## config.mk

```make
export PLATFORM = sky130hd
export DESIGN_NAME = dcit_interval_timer
export DESIGN_NICKNAME = d
export VERILOG_FILES = /design/src/rtl/dcit_pkg.sv /design/src/rtl/dcit_interval_timer.sv
export SDC_FILE = /design/constraint.sdc
export NUM_CORES = 1
export LEC_CHECK = 0
export BUFFER_PORTS_ARGS = -buffer_cell sky130_fd_sc_hd__buf_2
export CAP_MARGIN = 20
export CORE_UTILIZATION = 51
export CTS_BUF_LIST = sky130_fd_sc_hd__clkbuf_2 sky130_fd_sc_hd__clkbuf_4 sky130_fd_sc_hd__clkbuf_8
export CTS_CLUSTER_SIZE = 12
export DETAILED_ROUTE_END_ITERATION = 12
export PLACE_DENSITY_LB_ADDON = 0.3
export SLEW_MARGIN = 0
export SYNTH_ARGS = -nofsm -noshare
export SYNTH_HDL_FRONTEND = slang
export SYNTH_SLANG_ARGS = --single-unit
export TNS_END_PERCENT = 50
```

## constraint.sdc

```tcl
create_clock -name mclk -period 3.3 [get_ports mclk]
set_clock_uncertainty 0.1 [all_clocks]
set_input_delay 0.33 -clock mclk [delete_from_list [all_inputs] [get_ports mclk]]
set_output_delay 0.33 -clock mclk [all_outputs]
set_load 0.005 [all_outputs]
```

## src/rtl/dcit_pkg.sv

```systemverilog
// Package for the two-channel interval timer: register map, field
// positions, reset values, prescaler ratios and the carrier structs.
// Assumes an APB bus with 32-bit data and 5 address bits.
package dcit_pkg;

  // Byte addresses of the registers, one aligned word each.
  localparam logic [4:0] OFS_RUN = 5'h00;
  localparam logic [4:0] OFS_CSR [0:1] = '{5'h04, 5'h10};
  localparam logic [4:0] OFS_CNT [0:1] = '{5'h08, 5'h14};
  localparam logic [4:0] OFS_COR [0:1] = '{5'h0c, 5'h18};

  // Field positions inside the control/status register.
  localparam int CSR_FLAG_BIT = 7;
  localparam int CSR_IE_BIT   = 6;
  localparam int CSR_CKS_LSB  = 0;

  // Reset values.
  localparam logic [1:0]  RUN_RST = 2'h0;
  localparam logic [15:0] CNT_RST = 16'h0000;
  localparam logic [15:0] COR_RST = 16'hffff;
  localparam logic [1:0]  CKS_RST = 2'h0;

  // Prescaler: the tick for select n fires when the low DIV_LOG2[n]
  // bits of the free-running prescaler are all ones.
  localparam int PRE_W = 9;
  localparam int DIV_LOG2 [0:3] = '{3, 5, 7, 9};

  typedef struct packed {
    logic        psel;
    logic        penable;
    logic        pwrite;
    logic [4:0]  paddr;
    logic [31:0] pwdata;
    logic [3:0]  pstrb;
  } dcit_apb_req_type;

  typedef struct packed {
    logic [31:0] prdata;
    logic        pready;
    logic        pslverr;
  } dcit_apb_rsp_type;

  typedef struct packed {
    logic        flag;
    logic        seen;
    logic        ie;
    logic [1:0]  cks;
    logic [15:0] cnt;
    logic [15:0] cor;
  } dcit_chan_type;

  localparam dcit_chan_type CHAN_RST = '{flag: 1'b0, seen: 1'b0, ie: 1'b0,
                                        cks: CKS_RST, cnt: CNT_RST,
                                        cor: COR_RST};

  typedef struct packed {
    logic [1:0]          run;
    logic [PRE_W-1:0]    pre;
    dcit_chan_type [1:0] ch;
    logic [31:0]         prdata;
  } dcit_state_type;

  localparam dcit_state_type STATE_RST = '{run: RUN_RST, pre: '0,
                                          ch: {CHAN_RST, CHAN_RST},
                                          prdata: 32'h0000_0000};

endpackage

```

## src/rtl/dcit_interval_timer.sv

```systemverilog
// Two-channel 16-bit interval timer with an APB register slave.
// Assumes APB requests synchronous to mclk, a standby level from the
// power controller and a module-stop level from the clock controller.
//
// Notes on behaviour
// - Two channels, each counter, constant, control.
// - Run register bit per channel starts counting.
// - Reserved bits read zero; software writes zero.
// - Run register cleared by reset and standby.
// - Bit 7 flag sets on counter match.
// - Flag writes only clear; one leaves it.
// - Interrupt request equals flag and enable.
// - Bits 1:0 pick divide 8/32/128/512.
// - Control register cleared by reset and standby.
// - Running counter increments once per tick.
// - Match clears counter and sets flag.
// - Counter cleared by reset and standby.
// - Constant set to all ones likewise.
// - Constant sets ticks between match events.
// - Tick rate chosen separately per channel.
// - Module-stop input freezes the whole timer.
// - Match acts on tick after equality.
// - Match clear beats a counter write.
// - Counter write beats increment; bytes kept.
// - Flag clear needs a prior read of one.
`timescale 1ns/1ns
`default_nettype none

module dcit_interval_timer (
  input  wire logic                      mclk,
  input  wire logic                      rst_b,
  input  wire logic                      standby,
  input  wire logic                      module_stop,
  input  wire dcit_pkg::dcit_apb_req_type apb_req,
  output      dcit_pkg::dcit_apb_rsp_type apb_rsp,
  output      logic [1:0]                match_irq
);
  import dcit_pkg::*;

  dcit_state_type s_r;
  dcit_state_type s_nxt;

  logic       acc;
  logic       setup_rd;
  logic       hit;
  logic       wr;
  logic [1:0] tick;
  logic [1:0] match_ev;
  logic [1:0] wr_csr;
  logic [1:0] wr_cnt;
  logic [1:0] wr_cor;
  logic [1:0] rd_csr;
  logic [15:0] cnt_wdata [0:1];
  logic [15:0] cor_wdata [0:1];

  // Selected tick for a channel: a one-cycle pulse derived from the
  // free-running prescaler, so everything stays on mclk.
  function automatic logic tick_of(input logic [1:0] cks,
                                   input logic [PRE_W-1:0] pre);
    logic t;
    t = 1'b1;
    for (int b = 0; b < PRE_W; b++) begin
      if (b < DIV_LOG2[cks] && !pre[b]) begin
        t = 1'b0;
      end
    end
    return t;
  endfunction

  // Bus decode. The slave answers with no wait states, so every access
  // phase completes at its first edge.
  assign acc      = apb_req.psel & apb_req.penable;
  assign setup_rd = apb_req.psel & ~apb_req.penable & ~apb_req.pwrite;
  assign hit      = (apb_req.paddr == OFS_RUN)
                  | (apb_req.paddr == OFS_CSR[0])
                  | (apb_req.paddr == OFS_CNT[0])
                  | (apb_req.paddr == OFS_COR[0])
                  | (apb_req.paddr == OFS_CSR[1])
                  | (apb_req.paddr == OFS_CNT[1])
                  | (apb_req.paddr == OFS_COR[1]);
  assign wr       = acc & apb_req.pwrite & hit;

  // Response: read data comes from a flop captured in the setup cycle.
  // One assignment drives the whole struct, so the output has one driver.
  assign apb_rsp = '{prdata:  s_r.prdata,
                     pready:  1'b1,
                     pslverr: acc & ~hit};

  // Per-channel strobes, ticks and the interrupt request.
  for (genvar i = 0; i < 2; i++) begin : g_chan
    // Module stop gates the tick, so a stopped timer sees no events.
    assign tick[i] = s_r.run[i] & ~module_stop & ~standby
                   & tick_of(s_r.ch[i].cks, s_r.pre);
    // Equality is acted on at the next tick, which also zeroes the count.
    assign match_ev[i] = tick[i]
                       & (s_r.ch[i].cnt == s_r.ch[i].cor);
    assign wr_csr[i] = wr & (apb_req.paddr == OFS_CSR[i]) & apb_req.pstrb[0];
    assign wr_cnt[i] = wr & (apb_req.paddr == OFS_CNT[i])
                     & (|apb_req.pstrb[1:0]);
    assign wr_cor[i] = wr & (apb_req.paddr == OFS_COR[i])
                     & (|apb_req.pstrb[1:0]);
    assign rd_csr[i] = setup_rd & (apb_req.paddr == OFS_CSR[i]);
    // Byte lanes that are not strobed keep their previous contents.
    assign cnt_wdata[i] = {apb_req.pstrb[1] ? apb_req.pwdata[15:8]
                                            : s_r.ch[i].cnt[15:8],
                           apb_req.pstrb[0] ? apb_req.pwdata[7:0]
                                            : s_r.ch[i].cnt[7:0]};
    assign cor_wdata[i] = {apb_req.pstrb[1] ? apb_req.pwdata[15:8]
                                            : s_r.ch[i].cor[15:8],
                           apb_req.pstrb[0] ? apb_req.pwdata[7:0]
                                            : s_r.ch[i].cor[7:0]};
    assign match_irq[i] = s_r.ch[i].flag & s_r.ch[i].ie;
  end

  // Next-state logic for the whole timer.
  always_comb begin
    s_nxt = s_r;
    if (standby) begin
      // Standby reinitialises every register; prescaler phase restarts.
      s_nxt = STATE_RST;
    end else if (!module_stop) begin
      s_nxt.pre = s_r.pre + {{(PRE_W-1){1'b0}}, 1'b1};

      if (wr && apb_req.paddr == OFS_RUN && apb_req.pstrb[0]) begin
        s_nxt.run = apb_req.pwdata[1:0];
      end

      for (int i = 0; i < 2; i++) begin
        // Counter: match clear, then software write, then increment.
        if (match_ev[i]) begin
          s_nxt.ch[i].cnt = CNT_RST;
        end else if (wr_cnt[i]) begin
          s_nxt.ch[i].cnt = cnt_wdata[i];
        end else if (tick[i]) begin
          s_nxt.ch[i].cnt = s_r.ch[i].cnt + 16'h0001;
        end

        if (wr_cor[i]) begin
          s_nxt.ch[i].cor = cor_wdata[i];
        end

        // A read that returns the flag as one arms the clear.
        if (rd_csr[i] && s_r.ch[i].flag) begin
          s_nxt.ch[i].seen = 1'b1;
        end

        if (wr_csr[i]) begin
          s_nxt.ch[i].ie  = apb_req.pwdata[CSR_IE_BIT];
          s_nxt.ch[i].cks = apb_req.pwdata[CSR_CKS_LSB+1:CSR_CKS_LSB];
          if (!apb_req.pwdata[CSR_FLAG_BIT] && s_r.ch[i].seen) begin
            s_nxt.ch[i].flag = 1'b0;
          end
          s_nxt.ch[i].seen = 1'b0;
        end

        // Set after clear: a match in the clearing cycle is not lost.
        if (match_ev[i]) begin
          s_nxt.ch[i].flag = 1'b1;
          s_nxt.ch[i].seen = 1'b0;
        end
      end

      // Read data; reserved bits stay zero.
      if (setup_rd) begin
        s_nxt.prdata = 32'h0000_0000;
        case (apb_req.paddr)
          OFS_RUN: begin
            s_nxt.prdata[1:0] = s_r.run;
          end
          OFS_CSR[0], OFS_CSR[1]: begin
            for (int i = 0; i < 2; i++) begin
              if (apb_req.paddr == OFS_CSR[i]) begin
                s_nxt.prdata[CSR_FLAG_BIT] = s_r.ch[i].flag;
                s_nxt.prdata[CSR_IE_BIT]   = s_r.ch[i].ie;
                s_nxt.prdata[CSR_CKS_LSB+1:CSR_CKS_LSB] = s_r.ch[i].cks;
              end
            end
          end
          OFS_CNT[0]: begin
            s_nxt.prdata[15:0] = s_r.ch[0].cnt;
          end
          OFS_CNT[1]: begin
            s_nxt.prdata[15:0] = s_r.ch[1].cnt;
          end
          OFS_COR[0]: begin
            s_nxt.prdata[15:0] = s_r.ch[0].cor;
          end
          OFS_COR[1]: begin
            s_nxt.prdata[15:0] = s_r.ch[1].cor;
          end
          default: begin
            s_nxt.prdata = 32'h0000_0000;
          end
        endcase
      end
    end
  end

  // State register. Module stop is realised as a hold of all state,
  // since a real clock gate belongs to the clock controller.
  always_ff @(posedge mclk or negedge rst_b) begin
    if (!rst_b) begin
      s_r <= STATE_RST;
    end else begin
      s_r <= s_nxt;
    end
  end

  logic tick8;
  assign tick8 = ~module_stop & ~standby & (&s_r.pre[2:0]);
endmodule

`default_nettype wire

```

# Word-level counts from Yosys, hierarchy flattened
# Cells that the tools add are included.
# op_classes
mux	54
n_eq_ne	13
bitwise	43
n_lt_le_gt_ge	20
n_addsub	3
n_reduce_logical	69
# ops
op	n
less-than comparator 4 x 32 -> 1 bit, first input constant	8
2-to-1 mux 117 bit	2
2-to-1 mux 32 bit	5
binary-select mux 32 bit (select 2 bit)	2
less-than comparator 3 x 32 -> 1 bit, first input constant	4
2-to-1 mux 16 bit	8
less-than comparator 1 x 32 -> 1 bit, first input constant	2
less-than comparator 2 x 32 -> 1 bit, first input constant	2
less-than comparator 5 x 32 -> 1 bit, first input constant	2
adder 16 x 1 -> 16 bit, second input constant	2
== test 16 bit	2
one-hot mux 8 bit (4 select lines)	1
AND 1 bit	30
AND reduction 3 bit	10
logical AND 1 bit	24
2-to-1 mux 1 bit	22
2-to-1 mux 8 bit	2
inequality test 4 bit, second input constant	4
one-hot mux 4 bit (4 select lines)	1
nonzero test 2 bit	8
nonzero test 4 bit	4
== test 5 bit, second input constant	3
2-to-1 mux 2 bit	7
one-hot mux 2 bit (6 select lines)	1
other kinds (15)	46
# totals
regBits	117
wordCells	221

# Depth between registers and ports, before layout
# Gate-level depths: netlist of the first run.
# depth
ltp_word	21
depth_mapped	9
mapped_depth_nobuf	7

# Worst setup path after synthesis of the first run
# No wires, ideal clock.
# synth_path
path_kind	register to register
startpoint	register s_r[77] (netlist bit)
endpoint	register s_r[86] (netlist bit)
n_path_buf	0
slack_ns	0.971
arrival_time_ns	2.101
setup_ns	0.127
stages_incl_launch_ff	7
required_time_ns	3.073
path_cell_list	dfstp_2 > xor2_1 > nor4_1 > nand4_1 > a221oi_4 > nor2_2 > mux2_1
# synth_via
elab_chain_len	5
# synth_rtl
item	line	text
start: declaration	dcit_interval_timer.sv:40	dcit_state_type s_r;
start signal: assignment	dcit_interval_timer.sv:205	s_r <= s_nxt;
== test 16 bit *	dcit_interval_timer.sv:96	& (s_r.ch[i].cnt == s_r.ch[i].cor);
AND 1 bit *	dcit_interval_timer.sv:96	
2-to-1 mux 16 bit	dcit_interval_timer.sv:130	if (match_ev[i]) begin
2-to-1 mux 117 bit	dcit_interval_timer.sv:121	end else if (!module_stop) begin
2-to-1 mux 117 bit	dcit_interval_timer.sv:118	if (standby) begin
# Every way passes the cells marked *; elsewhere a longest branch is shown, timed or not. The select of a mux whose other input is x is not followed.
# A chain may end at the register's enable or synchronous reset.

# Worst setup path in the final report of the first run
# layout_path
startpoint	register s_r[109] (netlist bit)
endpoint	register s_r[57] (netlist bit)
# layout_via
elab_chain_len	13
# layout_rtl
item	line	text
logical NOT 1 bit *	dcit_interval_timer.sv:63	if (b < DIV_LOG2[cks] && !pre[b]) begin
logical AND 1 bit *	dcit_interval_timer.sv:63	
2-to-1 mux 1 bit * (6 in a row)	dcit_interval_timer.sv:63	
AND 1 bit *	dcit_interval_timer.sv:93	& tick_of(s_r.ch[i].cks, s_r.pre);
AND 1 bit	dcit_interval_timer.sv:96	
2-to-1 mux 16 bit	dcit_interval_timer.sv:130	
2-to-1 mux 117 bit	dcit_interval_timer.sv:121	
2-to-1 mux 117 bit	dcit_interval_timer.sv:118	
# Marked as above.

==> results of run 1 <==
cell families after synthesis:
| group | count (synthesis) |
|---|---|
| mux | 48 |
| xor+xnor | 39 |
| buf+inv | 78 |
| other cells | 2 |
| fa+ha+maj | 3 |
| compound gates | 176 |
| flops | 101 |
| simple gates | 233 |
synth_stat cells (all sizes together), types with 17 or more instances:
master and number:
nand2 69, xor2 35, nor2 39, a22o 17, a21oi 34, nor3 19
a22oi 26, buf 47, dfstp 32, clkbuf 21, or2 19, dfrtp 69
mux2 34, o21ai 25
worst max-delay path: cells and delay by family, from the launching register on:
kind,cells,cell delay (ns)
AND/OR/NAND/NOR,3,0.97
flip-flops,1,0.42
AO/OA/AOI/OAI,3,1.10
placed cells by master, fill, tap and decap left out, types with 7 or more instances in the layout:
cell and count:
a21oi_1 34, a22o_1 17, dfstp_2 32, mux2i_1 13, nand3_1 12, o21ai_0 22
or2_2 18, xor2_1 35, a22oi_1 26, conb_1 17, nor2_1 38, mux2_2 32
o31ai_1 7, a32o_1 12, inv_1 9, buf_4 20, a211oi_1 7, nand2_1 68
nor2b_1 10, dfrtp_1 69, nand4_1 7, clkbuf_8 9, nor4_1 11, nor3_1 16
buf_2 47, and3_1 16
layer usage:
metal	vias up	GRT usage, %	part of all wire [%]
li1	2515	-	-
met1	2724	40.11	44
met2	255	45.09	47
met3	27	5.929	7.6
met4	0	10.13	2.1
met5	-	0	0
registers in the layout (all words and copies together), names as in the netlist:
| name | flops |
|---|---|
| s_r | 85 |
| apb_rsp | 16 |
area by class of cell:
cell class              count  area [sq um]
inverters                  10         37.54
multi-input cells         516          3510
flip-flops and latches    101          2567
clock inverters             7         106.4
fillers                  1066          5211
clock buffers               9         123.9
well taps                 168         210.2
repair buffers             68         395.4
worst max-delay path by stage:
| stage | startpoint | endpoint | slack (ns) | depth (start not counted) |
|---|---|---|---|---|
| after CTS | s_r[109] | s_r[57] | 0.66 | 5 |
| final | s_r[109] | s_r[57] | 0.59 | 6 |
| after floorplan | s_r[77] | s_r[86] | 0.97 | 6 |
| after global routing | s_r[109] | s_r[57] | 0.34 | 6 |
| after detailed placement | module_stop | s_r[60] | 0.46 | 7 |
| after global placement | module_stop | s_r[63] | 0.55 | 6 |
per-stage QoR:
step | utilization, % | instances | hold WS [ns] | total power [mW]
3_5_place_dp | 55.17 | 862 | 0.3606 | 1.625
6_report | 57.15 | 879 | 0.1608 | 2.527
2_1_floorplan | - | 695 | -0.06559 | 1.520
5_1_grt | 57.15 | 879 | 0.1490 | 2.622
3_3_place_gp | 55.17 | 862 | 0.3537 | 1.616
4_1_cts | 57.15 | 879 | 0.1394 | 2.544
power by group:
group | switching (mW) | internal [mW] | total, mW
Sequential | 0.0392 | 1.30 | 1.34
Combinational | 0.165 | 0.0990 | 0.264
Clock | 0.479 | 0.440 | 0.919
Total | 0.683 | 1.84 | 2.53
==> summary.txt, run 1 <==
Run status
  – Run status: finished, final reports clean

STA
  – Pin slew with the least headroom to its limit: 0.9373 ns
  – FMAX: 368.4 MHz
  – Fin Setup TNS: 0 ns
  – Hold Vio Cnt, Final: 0
  – Min cycle time layout: 2.714 ns
  – Slew Limit Fails: 0
  – Final setup viols: 0
  – Relative slew slack: 37.14%
  – Final WS setup: 0.5859 ns
  – Tcrit/Tclk final: 82.25%
  – RSZ-0062 raised after global routing: false

Worst setup path
  – R2R cell count: 6
  – Critical path endpoint category: register
  – Slowest-stage cell, CP: nor3_1
  – RR Startpoint: s_r[109]
  – CP Data Required Time: 3.48 ns
  – Data arrival, critical path: 2.89 ns
  – Setup CP Type: register to register
  – Most common cell on crit path: nand2_1
  – Crit-path max cell delay: 0.57 ns
  – Crit-path max FO: 6
  – Reg-to-reg slack, setup: 0.59 ns
  – Startpoint Class: register
  – Reg2reg end: s_r[57]
  – Critical-path cell list: nand2_1, o21ai_0, nand2_1, nor3_1, a211oi_1, a32o_1

CTS
  – Hold buffer count at CTS: 1
  – CTS buffer count: 9
  – Clock slew at reported path FFs: 0.11 ns
  – CTS max path bufs: 2
  – Clk Latency, worst-skew pair: 0.39 ns
  – TritonCTS clock tree: yes
  – H-tree depth: 3
  – Post-CTS Setup Repair Bufs: 0
  – Root Buffer: clkbuf_8
  – Clock sinks: 101
  – Post-CTS resize count: 0

Synth
  – Ys async rst share: 100.0%
  – Number of synthesized flops with an enable pin: 0
  – Synth Area in Compound Gates: 20.29%
  – Synth warn: 0
  – Syn Inst Count: 680
  – Cell area after synthesis: 6449 sq um
  – Avg Cell Area, Syn: 9.483 sq um
  – Post-synth top area share: 26.78%
  – Dominant synthesized flop cell: dfrtp_1
  – Xor/xnor share of the synthesized area: 5.297%
  – Largest cells by area after synthesis: dfrtp_1, dfstp_2, mux2_2
  – Post-synthesis mux area share: 8.304%
  – Synth unique cells: 76
  – Seq/Total Area, Yosys: 39.81%
  – Post-synthesis register bit count: 101
  – Simple-gate portion of the synthesized area: 18.96%
  – Synth Area in Adders: 0.5821%
  – Synth area leader: dfrtp_1
  – Largest family of logic cells by synthesized area: compound AO/OA/AOI/OAI gates

Placed design
  – Buffers added on ports: 48
  – Placed inst area: 6710 sq um
  – Pre-CTS setup slack: 0.4645 ns
  – DP HPWL: 13.22 mm
  – GPL Wtd Cong: 0.9302

Drt
  – Initial DRC Count: 433
  – Via count: 5521
  – Wirelength per Cell: 20.28 microns
  – Via density per instance: 6.281
  – Routed Antenna Nets: 0
  – Drt drc: 0
  – First-pass DRT Iterations: 5
  – WL final: 17.82 mm

Floorplanning
  – Starting Density: 53.02%
  – Site row count: 40
  – Die W: 114.4 microns
  – Core area: 12160 sq um
  – I/O pin cnt: 84
  – Die H: 114.4 microns
  – Die area: 13100 sq um

Global routing
  – Pin count of the biggest net entering global routing: 72
  – Vias in the first global route: 5195
  – Initial antenna violation count: 0
  – First-pass GRT wire length: 28.57 mm
  – Gr usage total: 28.95%
  – GRT overflow: 0

Min path
  – Depth of the worst hold-timing path: 3
  – Hold worst-path end: s_r[115]
  – Hold Path Class: primary input to register
  – Hold path start: apb_req[4]

Layout
  – Diode count: 0
  – Fin area: 6950 sq um
  – Layout cells sized above 1: 25.74%
  – Fin nets: 757
  – Area grow syn2layout: 7.780%

Power and ir drop
  – Power density over the cells: 363.6 nW/um^2
  – Leak: 2.922 nW
  – Peak VDD IR: 0.2400 mV

Job
  – Max_cap viols: 0
Power figures use the tool's default switching activity.
==> run 2: changes to the inputs <==
ABC_AREA = 1   (was unset)
clock period = 2.51 ns   (was 3.3 ns; I/O delays follow)
==> run 2 against run 1 <==
  * Routed wire length up 5.2%
  * Maximum frequency increased by 24%
  * Utilization decreased by 1.2 points
  * Synthesized cell count increased by 56%
  * Worst setup slack got worse by 0.26 ns
  * Via count increased by 21%
  * Critical path type unchanged
==> summary.txt, run 2 <==
Run status
  – Run status: finished, final reports clean

CTS
  – CTS buffer count: 9 (unchanged)
  – Post-CTS resize count: 0 (unchanged)
  – Root Buffer: clkbuf_8
  – CTS max path bufs: 2 (unchanged)
  – Clk Latency, worst-skew pair: 0.40 ns (about the same)
  – Clock slew at reported path FFs: 0.11 ns (about the same)
  – TritonCTS clock tree: yes
  – Post-CTS Setup Repair Bufs: 0 (unchanged)
  – H-tree depth: 3 (unchanged)
  – Hold buffer count at CTS: 1 (unchanged)
  – Clock sinks: 101 (unchanged)

Floorplanning
  – Die W: 119.5 microns (+4.4%)
  – Die H: 119.5 microns (+4.4%)
  – Site row count: 42 (+5.0%)
  – Starting Density: 52.71% (-0.32 points)
  – I/O pin cnt: 84 (unchanged)
  – Die area: 14270 sq um (+8.9%)
  – Core area: 13350 sq um (+9.8%)

Worst setup path
  – Data arrival, critical path: 2.37 ns (-0.52 ns)
  – CP Data Required Time: 2.69 ns (-0.79 ns)
  – Critical path endpoint category: register
  – RR Startpoint: s_r[83]
  – Crit-path max FO: 12 (+6)
  – Crit-path max cell delay: 0.58 ns (about the same)
  – CP Launch Point: s_r[83]
  – Critical-path cell list: inv_1, nand2_1, nand2_1, nor2_1, nand2_1, nor2_1, nand3_1, nand3_2, nand2_2, nand2_1, nand2_1
  – Slowest-stage cell, CP: dfstp_2
  – Reg2reg end: s_r[98]
  – R2R cell count: 11 (+5)
  – Startpoint Class: register
  – Reg-to-reg slack, setup: 0.33 ns (-0.26 ns)
  – Delay-heaviest family, CP: simple AND/OR/NAND/NOR gates
  – Most common cell on crit path: nand2_1
  – Buf/Inv on CP: 1 (+1)
  – Setup CP Type: register to register

Drt
  – Initial DRC Count: 711 (+64%)
  – Routed Antenna Nets: 0 (unchanged)
  – Drt drc: 0 (unchanged)
  – First-pass DRT Iterations: 6 (+1)
  – Via density per instance: 5.267 (-16%)
  – Wirelength per Cell: 14.78 microns (-27%)
  – Via count: 6679 (+21%)
  – WL final: 18.74 mm (+5.2%)

Global routing
  – Initial antenna violation count: 0 (unchanged)
  – Vias in the first global route: 6148 (+18%)
  – GRT overflow: 0 (unchanged)
  – Pin count of the biggest net entering global routing: 44 (-39%)
  – Gr usage total: 27.84% (-1.1 points)
  – First-pass GRT wire length: 30.91 mm (+8.2%)

Job
  – Max_cap viols: 0 (unchanged)

Synth
  – Dominant synthesized flop cell: dfrtp_1
  – Cell area after synthesis: 7035 sq um (+9.1%)
  – Synth area leader: dfrtp_1
  – Largest cells by area after synthesis: dfrtp_1, nand2_1, dfstp_2
  – Syn Inst Count: 1060 (+56%)
  – Number of synthesized flops with an enable pin: 0 (unchanged)
  – Ys async rst share: 100.0% (unchanged)
  – Synth warn: 0 (unchanged)
  – Synth unique cells: 45 (-41%)
  – Post-synth top area share: 24.54% (-2.2 points)
  – Commonest cells in the netlist: nand2_1, nor2_1, inv_1, dfrtp_1, o21ai_0
  – Most common cell in the netlist: nand2_1
  – Post-synthesis register bit count: 101 (unchanged)
  – Seq/Total Area, Yosys: 36.49% (-3.3 points)
  – Avg Cell Area, Syn: 6.637 sq um (-30%)

Placed design
  – GPL Wtd Cong: 0.9363 (+0.66%)
  – Pre-CTS setup slack: 0.3376 ns (-0.1269 ns)
  – DP HPWL: 14.52 mm (+9.8%)
  – Inst Count DP: 1251 (+45%)
  – Buffers added on ports: 48 (unchanged)

Min path
  – Depth of the worst hold-timing path: 3 (unchanged)
  – Hold path start: apb_req[18]
  – Hold worst-path end: s_r[46]
  – Hold Path Class: primary input to register

STA
  – Slew Limit Fails: 0 (unchanged)
  – Final WS setup: 0.3268 ns (-0.2591 ns)
  – Final setup viols: 0 (unchanged)
  – Fin Setup TNS: 0 ns (unchanged)
  – Min cycle time layout: 2.183 ns (-0.5309 ns)
  – Tcrit/Tclk final: 86.98% (+4.7 points)
  – Hold Vio Cnt, Final: 0 (unchanged)
  – Pin slew with the least headroom to its limit: 0.6515 ns (-0.2858 ns)
  – FMAX: 458.0 MHz (+24%)
  – RSZ-0062 raised after global routing: false
  – Relative slew slack: 56.41% (+19 points)

Layout
  – Largest register by flop count: s_r
  – Commonest non-fill, non-tap cell in the layout: nand2_1
  – Core Util, Final: 55.98% (-1.2 points)
  – Max FFs per register: 85 (unchanged)
  – Diode count: 0 (unchanged)
  – Finished Layout Cells: 1268 (+44%)
  – Area grow syn2layout: 6.207%
  – Fin nets: 1138 (+50%)
  – Layout cells sized above 1: 14.38% (-11 points)
  – Most frequent cells in the layout: nand2_1, nor2_1, inv_1

Power and ir drop
  – Power density over the cells: 477.7 nW/um^2 (+31%)
  – Peak VDD IR: 0.3756 mV (+56%)
  – Leak: 3.679 nW (+26%)
  – Overall Power: 3.569 mW (+41%)
-- run 2: through the flow --
stage / cell area (sq um) / hold WS (ns)
after CTS: 7472 / 0.04420
after detailed placement: 7259 / 0.1680
after global routing: 7472 / 0.05625
final: 7472 / 0.04642
after global placement: 7259 / 0.1647
after floorplan: 7092 / -0.1446
-- run 2: cells by family after synthesis --
logic type	after synthesis	synth area share, %
compound gates	162	12.56
xor+xnor	11	1.369
fa+ha+maj	3	0.5336
buf+inv	178	12.18
flops	101	36.49
other cells	2	0.1067
simple gates	603	36.76
-- run 2: worst register-to-register path: stages, from the launching register on --
cell,delay (ns)
dfstp_2,0.58
inv_1,0.05
nand2_1,0.05
nand2_1,0.05
nor2_1,0.10
nand2_1,0.07
nor2_1,0.17
nand3_1,0.32
nand3_2,0.23
nand2_2,0.18
nand2_1,0.12
nand2_1,0.06
-- run 2: report_power, final --
part           internal, mW  switching [mW]
logic                 0.193           0.375
clock network         0.476           0.622
registers              1.79           0.116
total                  2.46            1.11
-- run 2: layout make-up --
cell class / instances / area [sq um]
Timing Repair Buffer: 64 / 377.9
Inverter: 115 / 436.7
Clock buffer: 9 / 123.9
Fill cell: 1334 / 5876
Tap cell: 176 / 220.2
Sequential cell: 101 / 2567
Multi-Input combinational cell: 796 / 3667
Clock inverter: 7 / 78.83
-- run 2: worst max path at each step --
stage	slack (ns)	endpoint	cells past startpoint
floorplan	0.76	s_r[61]	12
global placement	0.38	s_r[99]	11
detailed placement	0.34	s_r[99]	11
CTS	0.32	s_r[99]	11
global route	0.12	s_r[100]	11
finish	0.33	s_r[98]	11
-- run 2: per-layer routing --
layer / share of wire [%] / track usage [%] / wire length, microns / up-vias
met5: 0 / 0 / 0 / -
met4: 2.6 / 10.47 / 495 / 0
met3: 7.0 / 6.082 / 1307 / 34
met2: 44 / 43.39 / 8322 / 216
met1: 46 / 37.75 / 8616 / 3055
li1: - / - / - / 3374
